`src/shared/hbp_params.svh`:
```
// constants of the host bus port: widths, reset values and timing counts
`ifndef HBP_PARAMS_SVH
`define HBP_PARAMS_SVH

`define HBP_ADDR_W        14
`define HBP_DATA_W        16
`define HBP_STREAMS       32
`define HBP_HIZ_OUTS      16
`define HBP_CLK_MHZ       40
`define HBP_SETTLE_US     600
`define HBP_SETTLE_CYC    (`HBP_SETTLE_US * `HBP_CLK_MHZ)
`define HBP_RST_MIN_US    1
`define HBP_RST_MIN_CYC   (`HBP_RST_MIN_US * `HBP_CLK_MHZ)
`define HBP_SETTLE_CNT_W  15
`define HBP_HIZ_RST_VAL   16'hFFFF
`define HBP_STRM_RST_VAL  32'h0000_0000

`endif

```
`src/shared/hbp_pkg.sv`:
```
// types of the host bus port
package hbp_pkg;

    // access sequencer states
    typedef enum logic [1:0] {
        HBP_IDLE,
        HBP_WAIT,
        HBP_DONE
    } hbp_state_t;

endpackage

```
`src/shared/hbp_pin_if.sv`:
```
// synchronised host pins passed from the synchroniser to the port logic
`timescale 1ns/1ps
`include "hbp_params.svh"

interface hbp_pin_if;
    logic                   cs_n;
    logic                   strobe_n;   // data strobe or read strobe
    logic                   rw_n;       // direction or write strobe
    logic                   style;      // high: strobe style
    logic                   rst_n;      // device reset pin
    logic [`HBP_ADDR_W-1:0] addr;
    logic [`HBP_DATA_W-1:0] data;

    modport sync (output cs_n, strobe_n, rw_n, style, rst_n, addr, data);
    modport port (input  cs_n, strobe_n, rw_n, style, rst_n, addr, data);
endinterface

```
`src/design/hbp_sync.sv`:
```
// two-stage synchroniser for every host pin input
`timescale 1ns/1ps
`include "hbp_params.svh"

module hbp_sync (
    // clock and reset
    input  wire logic                   clk,
    input  wire logic                   sys_rst,
    // raw pins
    input  wire logic                   cs_n,
    input  wire logic                   strobe_n,
    input  wire logic                   rw_n,
    input  wire logic                   style,
    input  wire logic                   rst_n,
    input  wire logic [`HBP_ADDR_W-1:0] addr,
    input  wire logic [`HBP_DATA_W-1:0] data,
    // synchronised pins
    hbp_pin_if.sync                     pins
);

    localparam int W = 5 + `HBP_ADDR_W + `HBP_DATA_W;
    // idle level: controls high, bus low
    localparam logic [W-1:0] IDLE_VAL =
        {5'h1F, {(`HBP_ADDR_W + `HBP_DATA_W){1'b0}}};

    typedef struct packed {
        logic [W-1:0] s1;   // first stage, read only by s2
        logic [W-1:0] s2;
    } hbp_sync_st_t;

    hbp_sync_st_t st_r;
    hbp_sync_st_t st_nxt;

    // shift pins through two stages
    always_comb begin
        st_nxt    = st_r;
        st_nxt.s1 = {cs_n, strobe_n, rw_n, style, rst_n, addr, data};
        st_nxt.s2 = st_r.s1;
    end

    // state register
    always_ff @(posedge clk) begin
        if (sys_rst) begin
            st_r <= '{s1: IDLE_VAL, s2: IDLE_VAL};
        end else begin
            st_r <= st_nxt;
        end
    end

    // unpack second stage
    assign {pins.cs_n, pins.strobe_n, pins.rw_n, pins.style, pins.rst_n,
            pins.addr, pins.data} = st_r.s2;

endmodule // hbp_sync

```
`src/design/hbp_port.sv`:
```
// non-multiplexed 16-bit host bus port with device reset handling
// Behaviour
// - In strobe-style mode the port drives the acknowledge low when a transfer completes.
// - In separate-strobe mode completion is a low-to-high edge on the ready output.
// - Every access opens with chip select low; the port ignores the bus while it is high.
// - In separate-strobe mode a low write strobe is taken as a write access.
// - In strobe-style mode an access runs only while data strobe and chip select are both low.
// - In separate-strobe mode a low read strobe is taken as a read access.
// - A 14-bit host address selects the internal memory location or register.
// - A high or open style select input, pulled up, gives strobe-style mode.
// - A grounded style select input gives separate-strobe mode.
// - While reset is low all serial stream drivers are off and all sixteen high-impedance controls are high.
// - Reset loads register defaults and clears every internal counter.
// - Data moves over a 16-bit two-way data bus.
`timescale 1ns/1ps
`include "hbp_params.svh"

module hbp_port #(
    parameter int ADDR_W     = `HBP_ADDR_W,
    parameter int DATA_W     = `HBP_DATA_W,
    parameter int SETTLE_CYC = `HBP_SETTLE_CYC
) (
    // clock and reset
    clk,
    sys_rst,
    // host control pins
    cs_n,
    data_strobe_or_read_strobe_n,
    rw_or_write_strobe_n,
    bus_style_select,
    dev_rst_n,
    port_address,
    // data bus, three signals
    port_data_bus_i,
    port_data_bus_o,
    port_data_bus_oe,
    // acknowledge or ready, two signals
    transfer_ack_ready_o,
    transfer_ack_ready_oe,
    // datapath side
    stream_oe_req,
    hiz_req,
    serial_output_streams_oe,
    external_hiz_controls,
    // internal memory and register side
    core_rst,
    acc_valid,
    acc_write,
    acc_addr,
    acc_wdata,
    acc_rdata,
    acc_done,
    settled
);

    // clock and reset
    input  wire logic                    clk;
    input  wire logic                    sys_rst;
    // host control pins
    input  wire logic                    cs_n;
    input  wire logic                    data_strobe_or_read_strobe_n;
    input  wire logic                    rw_or_write_strobe_n;
    input  wire logic                    bus_style_select;
    input  wire logic                    dev_rst_n;
    input  wire logic [ADDR_W-1:0]       port_address;
    // data bus
    input  wire logic [DATA_W-1:0]       port_data_bus_i;
    output      logic [DATA_W-1:0]       port_data_bus_o;
    output      logic                    port_data_bus_oe;
    // acknowledge or ready
    output      logic                    transfer_ack_ready_o;
    output      logic                    transfer_ack_ready_oe;
    // datapath side
    input  wire logic [`HBP_STREAMS-1:0] stream_oe_req;
    input  wire logic [`HBP_HIZ_OUTS-1:0] hiz_req;
    output      logic [`HBP_STREAMS-1:0] serial_output_streams_oe;
    output      logic [`HBP_HIZ_OUTS-1:0] external_hiz_controls;
    // internal memory and register side
    output      logic                    core_rst;
    output      logic                    acc_valid;
    output      logic                    acc_write;
    output      logic [ADDR_W-1:0]       acc_addr;
    output      logic [DATA_W-1:0]       acc_wdata;
    input  wire logic [DATA_W-1:0]       acc_rdata;
    input  wire logic                    acc_done;
    output      logic                    settled;

    localparam logic [`HBP_SETTLE_CNT_W-1:0] SETTLE_LAST =
        `HBP_SETTLE_CNT_W'(SETTLE_CYC - 1);

    //--------------------------------------------------------------------
    // pin synchronisation
    //--------------------------------------------------------------------

    hbp_pin_if pins ();

    hbp_sync u_sync (
        .clk      (clk),
        .sys_rst  (sys_rst),
        .cs_n     (cs_n),
        .strobe_n (data_strobe_or_read_strobe_n),
        .rw_n     (rw_or_write_strobe_n),
        .style    (bus_style_select),
        .rst_n    (dev_rst_n),
        .addr     (port_address),
        .data     (port_data_bus_i),
        .pins     (pins)
    );

    //--------------------------------------------------------------------
    // state
    //--------------------------------------------------------------------

    typedef struct packed {
        hbp_pkg::hbp_state_t          state;
        logic                         write;
        logic [ADDR_W-1:0]            addr;
        logic [DATA_W-1:0]            wdata;
        logic [DATA_W-1:0]            rdata;
        logic                         req;
        logic                         in_rst;
        logic [`HBP_SETTLE_CNT_W-1:0] settle_cnt;
        logic                         settled;
    } hbp_port_st_t;

    hbp_port_st_t st_r;
    hbp_port_st_t st_nxt;

    logic dev_rst;
    logic strobe_mode;
    logic access;
    logic is_write;

    // reset from either the system or the device reset pin
    assign dev_rst     = sys_rst | ~pins.rst_n;
    // pulled-up select high gives strobe style, grounded gives separate
    assign strobe_mode = pins.style;

    // decode an open access and its direction from the strobes
    always_comb begin
        if (strobe_mode) begin
            access   = ~pins.cs_n & ~pins.strobe_n;
            is_write = ~pins.rw_n;
        end else begin
            access   = ~pins.cs_n & (~pins.strobe_n | ~pins.rw_n);
            is_write = ~pins.rw_n;
        end
    end

    //--------------------------------------------------------------------
    // access sequencer and settle counter
    //--------------------------------------------------------------------

    // next state
    always_comb begin
        st_nxt        = st_r;
        st_nxt.req    = 1'b0;
        st_nxt.in_rst = dev_rst;
        if (!st_r.settled) begin
            if (st_r.settle_cnt == SETTLE_LAST) begin
                st_nxt.settled = 1'b1;
            end else begin
                st_nxt.settle_cnt = st_r.settle_cnt + 1'b1;
            end
        end
        unique case (st_r.state)
            hbp_pkg::HBP_IDLE: begin
                if (access) begin
                    st_nxt.write = is_write;
                    st_nxt.addr  = pins.addr;
                    st_nxt.wdata = pins.data;
                    st_nxt.req   = 1'b1;
                    st_nxt.state = hbp_pkg::HBP_WAIT;
                end
            end
            hbp_pkg::HBP_WAIT: begin
                if (acc_done) begin
                    st_nxt.rdata = acc_rdata;
                    st_nxt.state = hbp_pkg::HBP_DONE;
                end
            end
            hbp_pkg::HBP_DONE: begin
                if (!access) begin                           // host ends cycle
                    st_nxt.state = hbp_pkg::HBP_IDLE;
                end
            end
        endcase
        if (dev_rst) begin
            // defaults and cleared counters
            st_nxt.state      = hbp_pkg::HBP_IDLE;
            st_nxt.write      = 1'b0;
            st_nxt.addr       = '0;
            st_nxt.wdata      = '0;
            st_nxt.rdata      = '0;
            st_nxt.req        = 1'b0;
            st_nxt.settle_cnt = '0;
            st_nxt.settled    = 1'b0;
        end
    end

    // state register
    always_ff @(posedge clk) begin
        if (sys_rst) begin
            st_r <= '{state: hbp_pkg::HBP_IDLE, write: 1'b0, addr: '0,
                      wdata: '0, rdata: '0, req: 1'b0, in_rst: 1'b1,
                      settle_cnt: '0, settled: 1'b0};
        end else begin
            st_r <= st_nxt;
        end
    end

    //--------------------------------------------------------------------
    // pin and core outputs
    //--------------------------------------------------------------------

    // read data driven only through a selected read
    assign port_data_bus_o  = st_r.rdata;
    assign port_data_bus_oe = ~st_r.write & ~st_r.in_rst
        & (st_r.state == hbp_pkg::HBP_DONE);

    // strobe style: low at completion; separate: low, then high at end
    always_comb begin
        transfer_ack_ready_o  = 1'b1;
        transfer_ack_ready_oe = 1'b0;
        if (!st_r.in_rst && st_r.state != hbp_pkg::HBP_IDLE) begin
            if (strobe_mode) begin
                transfer_ack_ready_o  = 1'b0;
                transfer_ack_ready_oe = (st_r.state == hbp_pkg::HBP_DONE);
            end else begin
                transfer_ack_ready_o  =
                    (st_r.state == hbp_pkg::HBP_DONE);
                transfer_ack_ready_oe = 1'b1;
            end
        end
    end

    // serial drivers off and high-impedance controls high during reset
    assign serial_output_streams_oe =
        st_r.in_rst ? `HBP_STRM_RST_VAL : stream_oe_req;
    assign external_hiz_controls    =
        st_r.in_rst ? `HBP_HIZ_RST_VAL : hiz_req;

    // core access request
    assign core_rst  = st_r.in_rst;
    assign acc_valid = st_r.req;
    assign acc_write = st_r.write;
    assign acc_addr  = st_r.addr;
    assign acc_wdata = st_r.wdata;
    assign settled   = st_r.settled;

endmodule // hbp_port

```
`config.mk`:
```
export PLATFORM = sky130hd
export DESIGN_NAME = hbp_port
export DESIGN_NICKNAME = d
export VERILOG_FILES = /design/src/shared/hbp_pkg.sv /design/src/shared/hbp_pin_if.sv /design/src/design/hbp_sync.sv /design/src/design/hbp_port.sv
export VERILOG_INCLUDE_DIRS = /design/src /design/src/shared
export SDC_FILE = /design/constraint.sdc
export NUM_CORES = 1
export LEC_CHECK = 0
export ABC_AREA = 0
export CAP_MARGIN = 40
export CORE_MARGIN = 3
export CORE_UTILIZATION = 62
export CTS_CLUSTER_DIAMETER = 40
export DETAILED_ROUTE_END_ITERATION = 8
export DONT_BUFFER_PORTS = 1
export PLACE_DENSITY = 0.87
export SLEW_MARGIN = 20
export SYNTH_ARGS = -nofsm -noshare
export SYNTH_HDL_FRONTEND = slang
export SYNTH_HIERARCHICAL = 1
export SYNTH_SLANG_ARGS = --single-unit
export TNS_END_PERCENT = 5
```
`constraint.sdc`:
```
create_clock -name clk -period 2.1 [get_ports clk]
set_input_delay 0.42 -clock clk [delete_from_list [all_inputs] [get_ports clk]]
set_output_delay 0.42 -clock clk [all_outputs]
set_load 0.01 [all_outputs]
```
# Word level (Yosys, flattened, before mapping)

Cells that the tools add are included.

Output and inout port bits: 101
Flip-flop bits (word level): 137
Logic and storage cells: 57
Memories kept: 0
Memory bits (read-only): 0
Latch bits: 0
Bits in writable memories: 0
Input port bits: 102

$mul: 0
Reduce and logical (&&, ||, !) cells: 10
Equality and inequality tests: 6
$add $sub $neg: 1
Shift operators: 0
Div/mod/pow operators: 0
Mux-type cells: 14
Bitwise operators: 15
Magnitude comparators: 0

Operators by type and width:

| operator                                                        | number |
|---|---|
| 33-bit two-way mux                                              | 1 |
| 32-bit two-way mux                                              | 1 |
| 16-bit two-way mux                                              | 1 |
| 15-bit by 1-bit adder with 15-bit output, second input constant | 1 |
| 15-bit == test, second input constant                           | 1 |
| 1-bit NOT                                                       | 9 |
| 1-bit two-way mux                                               | 8 |
| 2-bit inequality test, second input constant                    | 3 |
| 2-bit one-hot mux with 3 select lines                           | 1 |
| 2-bit AND reduction                                             | 3 |
| 1-bit bitwise AND                                               | 4 |
| 2-bit two-way mux                                               | 2 |
| 3-bit AND reduction                                             | 1 |
| 3-bit OR reduction                                              | 1 |
| 2-bit by 1-bit == test with 1-bit output, second input constant | 1 |
| 2-bit == test, second input constant                            | 1 |
| 2-bit logical NOT                                               | 1 |
| 1-bit OR                                                        | 2 |
| 2-bit nonzero test                                              | 1 |
| 2-bit OR reduction                                              | 1 |
| 1-bit logical AND                                               | 1 |
| 1-bit logical NOT                                               | 1 |

# Longest topological paths before layout

Depth after elaboration: 6
Mapped depth: 7
Depth with buffers taken out: 5

# Modules after synthesis

The synthesis kept the hierarchy.

By module, submodules not included:

| module   | cells an instance | area an instance (µm²) | times used | seq. area each (µm²) |
|---|---|---|---|---|
| hbp_port | 427               | 3325.7                 | 1          | 1341.3 |
| hbp_sync | 147               | 1880.6                 | 1          | 1401.3 |

# Worst setup path after synthesis

OpenSTA, ideal clock, no wires.

Path kind: register -> register
From: reg st_r[1] (netlist bit)
To: reg st_r[3] (netlist bit)
Period minus slack after synthesis: 1731 ps
Data required time: 1984 ps
Path slack: 369 ps
Arrival: 1614 ps
Cell stages (with the launch flop): 5
Library setup time: 116 ps
Buffers on the path: 0
Cell sequence: dfxtp_1 ha_1 nand4_1 o41a_4 a31o_2

Cells in the longest elaborated chain, start to end: 3
Elaborated cells between the ends (all ways): 4

Ends and longest elaborated chain:

| element                                                                          | RTL line        | source |
|---|---|---|
| from (decl)                                                                      | hbp_port.sv:126 | `hbp_port_st_t st_r;` |
| from (signal assigned)                                                           | hbp_port.sv:204 | `st_r <= '{state: hbp_pkg::HBP_IDLE, write: 1'b0, addr: '0,` |
| from (signal assigned)                                                           | hbp_port.sv:208 | `st_r <= st_nxt;` |
| branches (longest 3 deep; another with 15-bit by 1-bit adder with 15-bit output) | -               |  |

Several ways; the timed one is not identified.
A chain may end at the register's enable or synchronous reset.

# Final worst setup path

From: reg st_r[65] (netlist bit)
To: out transfer_ack_ready_o

Cells in the longest elaborated chain, start to end: 3
Elaborated cells between the ends (all ways): 5

Ends and longest elaborated chain:

| element                                                | RTL line                         | source |
|---|---|---|
| 2-bit == test or 2-bit nonzero test (tied branches)    | hbp_port.sv:231, hbp_port.sv:225 |  |
| 1-bit two-way mux or 1-bit logical AND (tied branches) | hbp_port.sv:226, hbp_port.sv:225 |  |
| 1-bit two-way mux *                                    | hbp_port.sv:225                  | `if (!st_r.in_rst && st_r.state != hbp_pkg::HBP_IDLE) begin` |
| to (decl)                                              | hbp_port.sv:71                   | `output logic transfer_ack_ready_o;` |

Every way passes the cells marked *; elsewhere a longest branch is shown, timed or not.

==> out/metrics.csv <==
metric,value,unit
status,finished clean,
top-area cell type share of the netlist area,52.68,%
final instance area,5560,um^2
ANT nets after route,0,
Vias/cell,5.427,
Initial DRC Count,123,
FF-to-FF End,st_r[5]$_SDFFE_PP0P_,
Vias,3484,
post-synth top area cell,dfxtp_1,
DP Area,4901,um^2
"Clk pin slew, worst setup/hold paths",0.06,ns
# clock sinks,137,
Die Width,97.64,um
Core ar.,7928,um^2
Die ar.,9533,um^2
GR Util met2,38.85,%
PortBufs,0,
Final Max Tran Viols,0,
"Cell Area, Synth",5206,um^2
DR WL/cell,16.57,um
Max Cap Viol,0,
Fin Hold WS,0.02771,ns
met3 Use GR,7.968,%
met1 Track Usage GR,24.77,%
hold path startpoint,dev_rst_n,
DP Worst Slack,0.1617,ns
worst skew pair latency,0.51,ns
clock skew,0.008969,ns
async set-reset flop share out of synthesis,0,%
DRT Pass-1 Iters,4,
PwrDens,1040,nW/um^2
Synth area leaders,"dfxtp_1 (53%), nor2b_1 (11%), nand2_1 (7.6%)",
Startpoint Class,register,
layout cell share with drive strength beyond 1,12.41,%
fmax,502.9,MHz
gate count after technology mapping,574,
DRC Markers,0,
clock root buffer,clkbuf_8,
R2R depth,5,
Reg2Reg Launch Point,st_r[1]$_SDFFE_PP0P_,
first-pass GRT wire length,16.79,mm
clock buffer depth,2,
kind of critical path,reg2out,
Post-synth EDFFs,0,
cts bufs inserted,17,
Post-Syn Nets,681,
crit path capture type,primary output,
vias in the first global route,3361,
min setup slack post-route,0.1115,ns
GPL Wtd Cong,0.8687,
Final setup viols,0,
critical path peak fanout,4,
measured slew at the worst slew-check pin,0.5187,ns
area delta synth->final,6.801,%
fin nets,634,
CTS H-tree depth,4,
I/O pin count,203,
Initial Util,65.67,%
antenna violations before repair,0,
sequential area share after synthesis,52.68,%
Slew HR,65.05,%
CTS tree,built,
"FF+latch count, synth",137,
R2R setup slack,0.14,ns
"Hold Vio Cnt, Final",0,
post-synth cell types,42,
routed wire length,10.64,mm
die outline height,97.64,um
synth warn,6,
WHS Endpoint,u_sync/st_nxt[30]$_SDFF_PP1_,
HPWL Detailed,7.481,mm
Max VDD drop,0.6620,mV
total track usage,22.22,%
min-delay worst type,in2reg,
# rows,32,
largest net degree at the start of global routing,66,
Final Cycle Share,94.69,%
worst hold path depth,1,
CP arrival,1.57,ns
Mapped Avg Cell Area,9.070,um^2
LEAKAGE,0.001991,uW
final critical-path required period,1.989,ns
Setup TNS,0,ns
"Top FF cell, synth",dfxtp_1,
WP data required,1.68,ns
layer with the highest usage,met2,
RSZ-0062 raised after global routing,true,
global route overflow,0,
n_diodes,0,
==> placed cells by master (no fill, tap or decap), drive strengths merged, types with 4 or more instances in the layout <==
cell type,count
nand2,105
a21oi,54
nor2,12
dlygate4sd3,4
clkbuf,18
o21ai,7
ha,5
nand3,6
or3,6
xnor2,4
buf,8
nand4,5
inv,16
nor2b,93
dfxtp,137
or2,26
==> synth_stat cells (all sizes together) (6+ instances only) <==
cell type,instances
a21oi,54
nor2b,93
dfxtp,137
inv,8
nand2,105
buf,57
nor2,12
or3,6
clkbuf,21
nand3,6
o21ai,7
or2,26
==> how the worst max path moves through the flow <==
stage / slack (ns) / from / endpoint / depth (start not counted)
floorplan: 0.37 / st_r[1]$_SDFFE_PP0P_ / st_r[3]$_SDFFE_PP0P_ / 4
CTS: 0.01 / st_r[65]$_SDFFE_PP0P_ / transfer_ack_ready_oe / 4
detailed placement: 0.16 / st_r[1]$_SDFFE_PP0P_ / st_r[8]$_SDFFE_PP0P_ / 5
finish: 0.11 / st_r[65]$_SDFFE_PP0P_ / transfer_ack_ready_o / 4
global route: -0.01 / st_r[65]$_SDFFE_PP0P_ / transfer_ack_ready_o / 4
global placement: 0.29 / st_r[1]$_SDFFE_PP0P_ / st_r[6]$_SDFFE_PP0P_ / 5
==> routing by layer <==
layer  wire length (um)  part of all wire (%)
met3                884                   8.3
met2               5323                    50
met5                  0                     0
met1               4235                    40
met4                198                   1.9
==> worst max-delay path, cell delays in order (launching register included) <==
cell and delay (ns):
dfxtp_1 0.34, inv_1 0.09, ha_1 0.16, inv_1 0.08, o21ai_0 0.39
==> through the flow <==
step	util [%]	total power, uW	cells
after floorplan	-	2933	574
after global placement	61.82	2948	605
after detailed placement	61.82	2955	605
after CTS	70.04	5832	642
after global routing	70.14	5983	642
final	70.14	5784	642
==> report_power, final <==
group	switching (uW)	total (uW)	internal (uW)
combinational	142	230	88.4
clock	1200	2860	1660
sequential	26.5	2700	2670
==> cell families after synthesis <==
family | share of synthesized area [%]
flip-flops | 52.68
XOR/XNOR | 0.8411
AND/OR/NAND/NOR | 26.53
AO/OA/AOI/OAI | 8.652
buffers and inverters | 9.902
multiplexers | 0.1923
adder cells (fa/ha/maj) | 1.202
==> timing repair <==
item                                    in CTS  in global routing
endpoints found under the setup margin       1                  6
gates resized for setup                      1                  2
endpoints found under the hold margin       66                  0
hold buffers                                 5                  0
setup buffers                                0                  0
pin swaps                                    0                  1
==> area by class of cell <==
class                           count  area (um^2)
Sequential cell                   137         2743
Inverter                            8        30.03
Timing Repair Buffer               12        123.9
Tap cell                          102        127.6
Fill cell                         583         2367
Multi-Input combinational cell    351         1952
Clock inverter                     14        156.4
Clock buffer                       18        427.9
==> state kept, by name (all words and copies together), names as in the netlist <==
name	cells
u_sync/pins.addr	14
u_sync/pins.cs_n	1
u_sync/pins.rw_n	1
acc_addr	14
acc_write	1
u_sync/pins.strobe_n	1
settled	1
st_r	17
u_sync/pins.style	1
u_sync/pins.rst_n	1
u_sync/st_nxt	35
u_sync/pins.data	16
core_rst	1
port_data_bus_o	16
acc_wdata	16
acc_valid	1
Note: power is estimated with default switching activity, not from simulation.
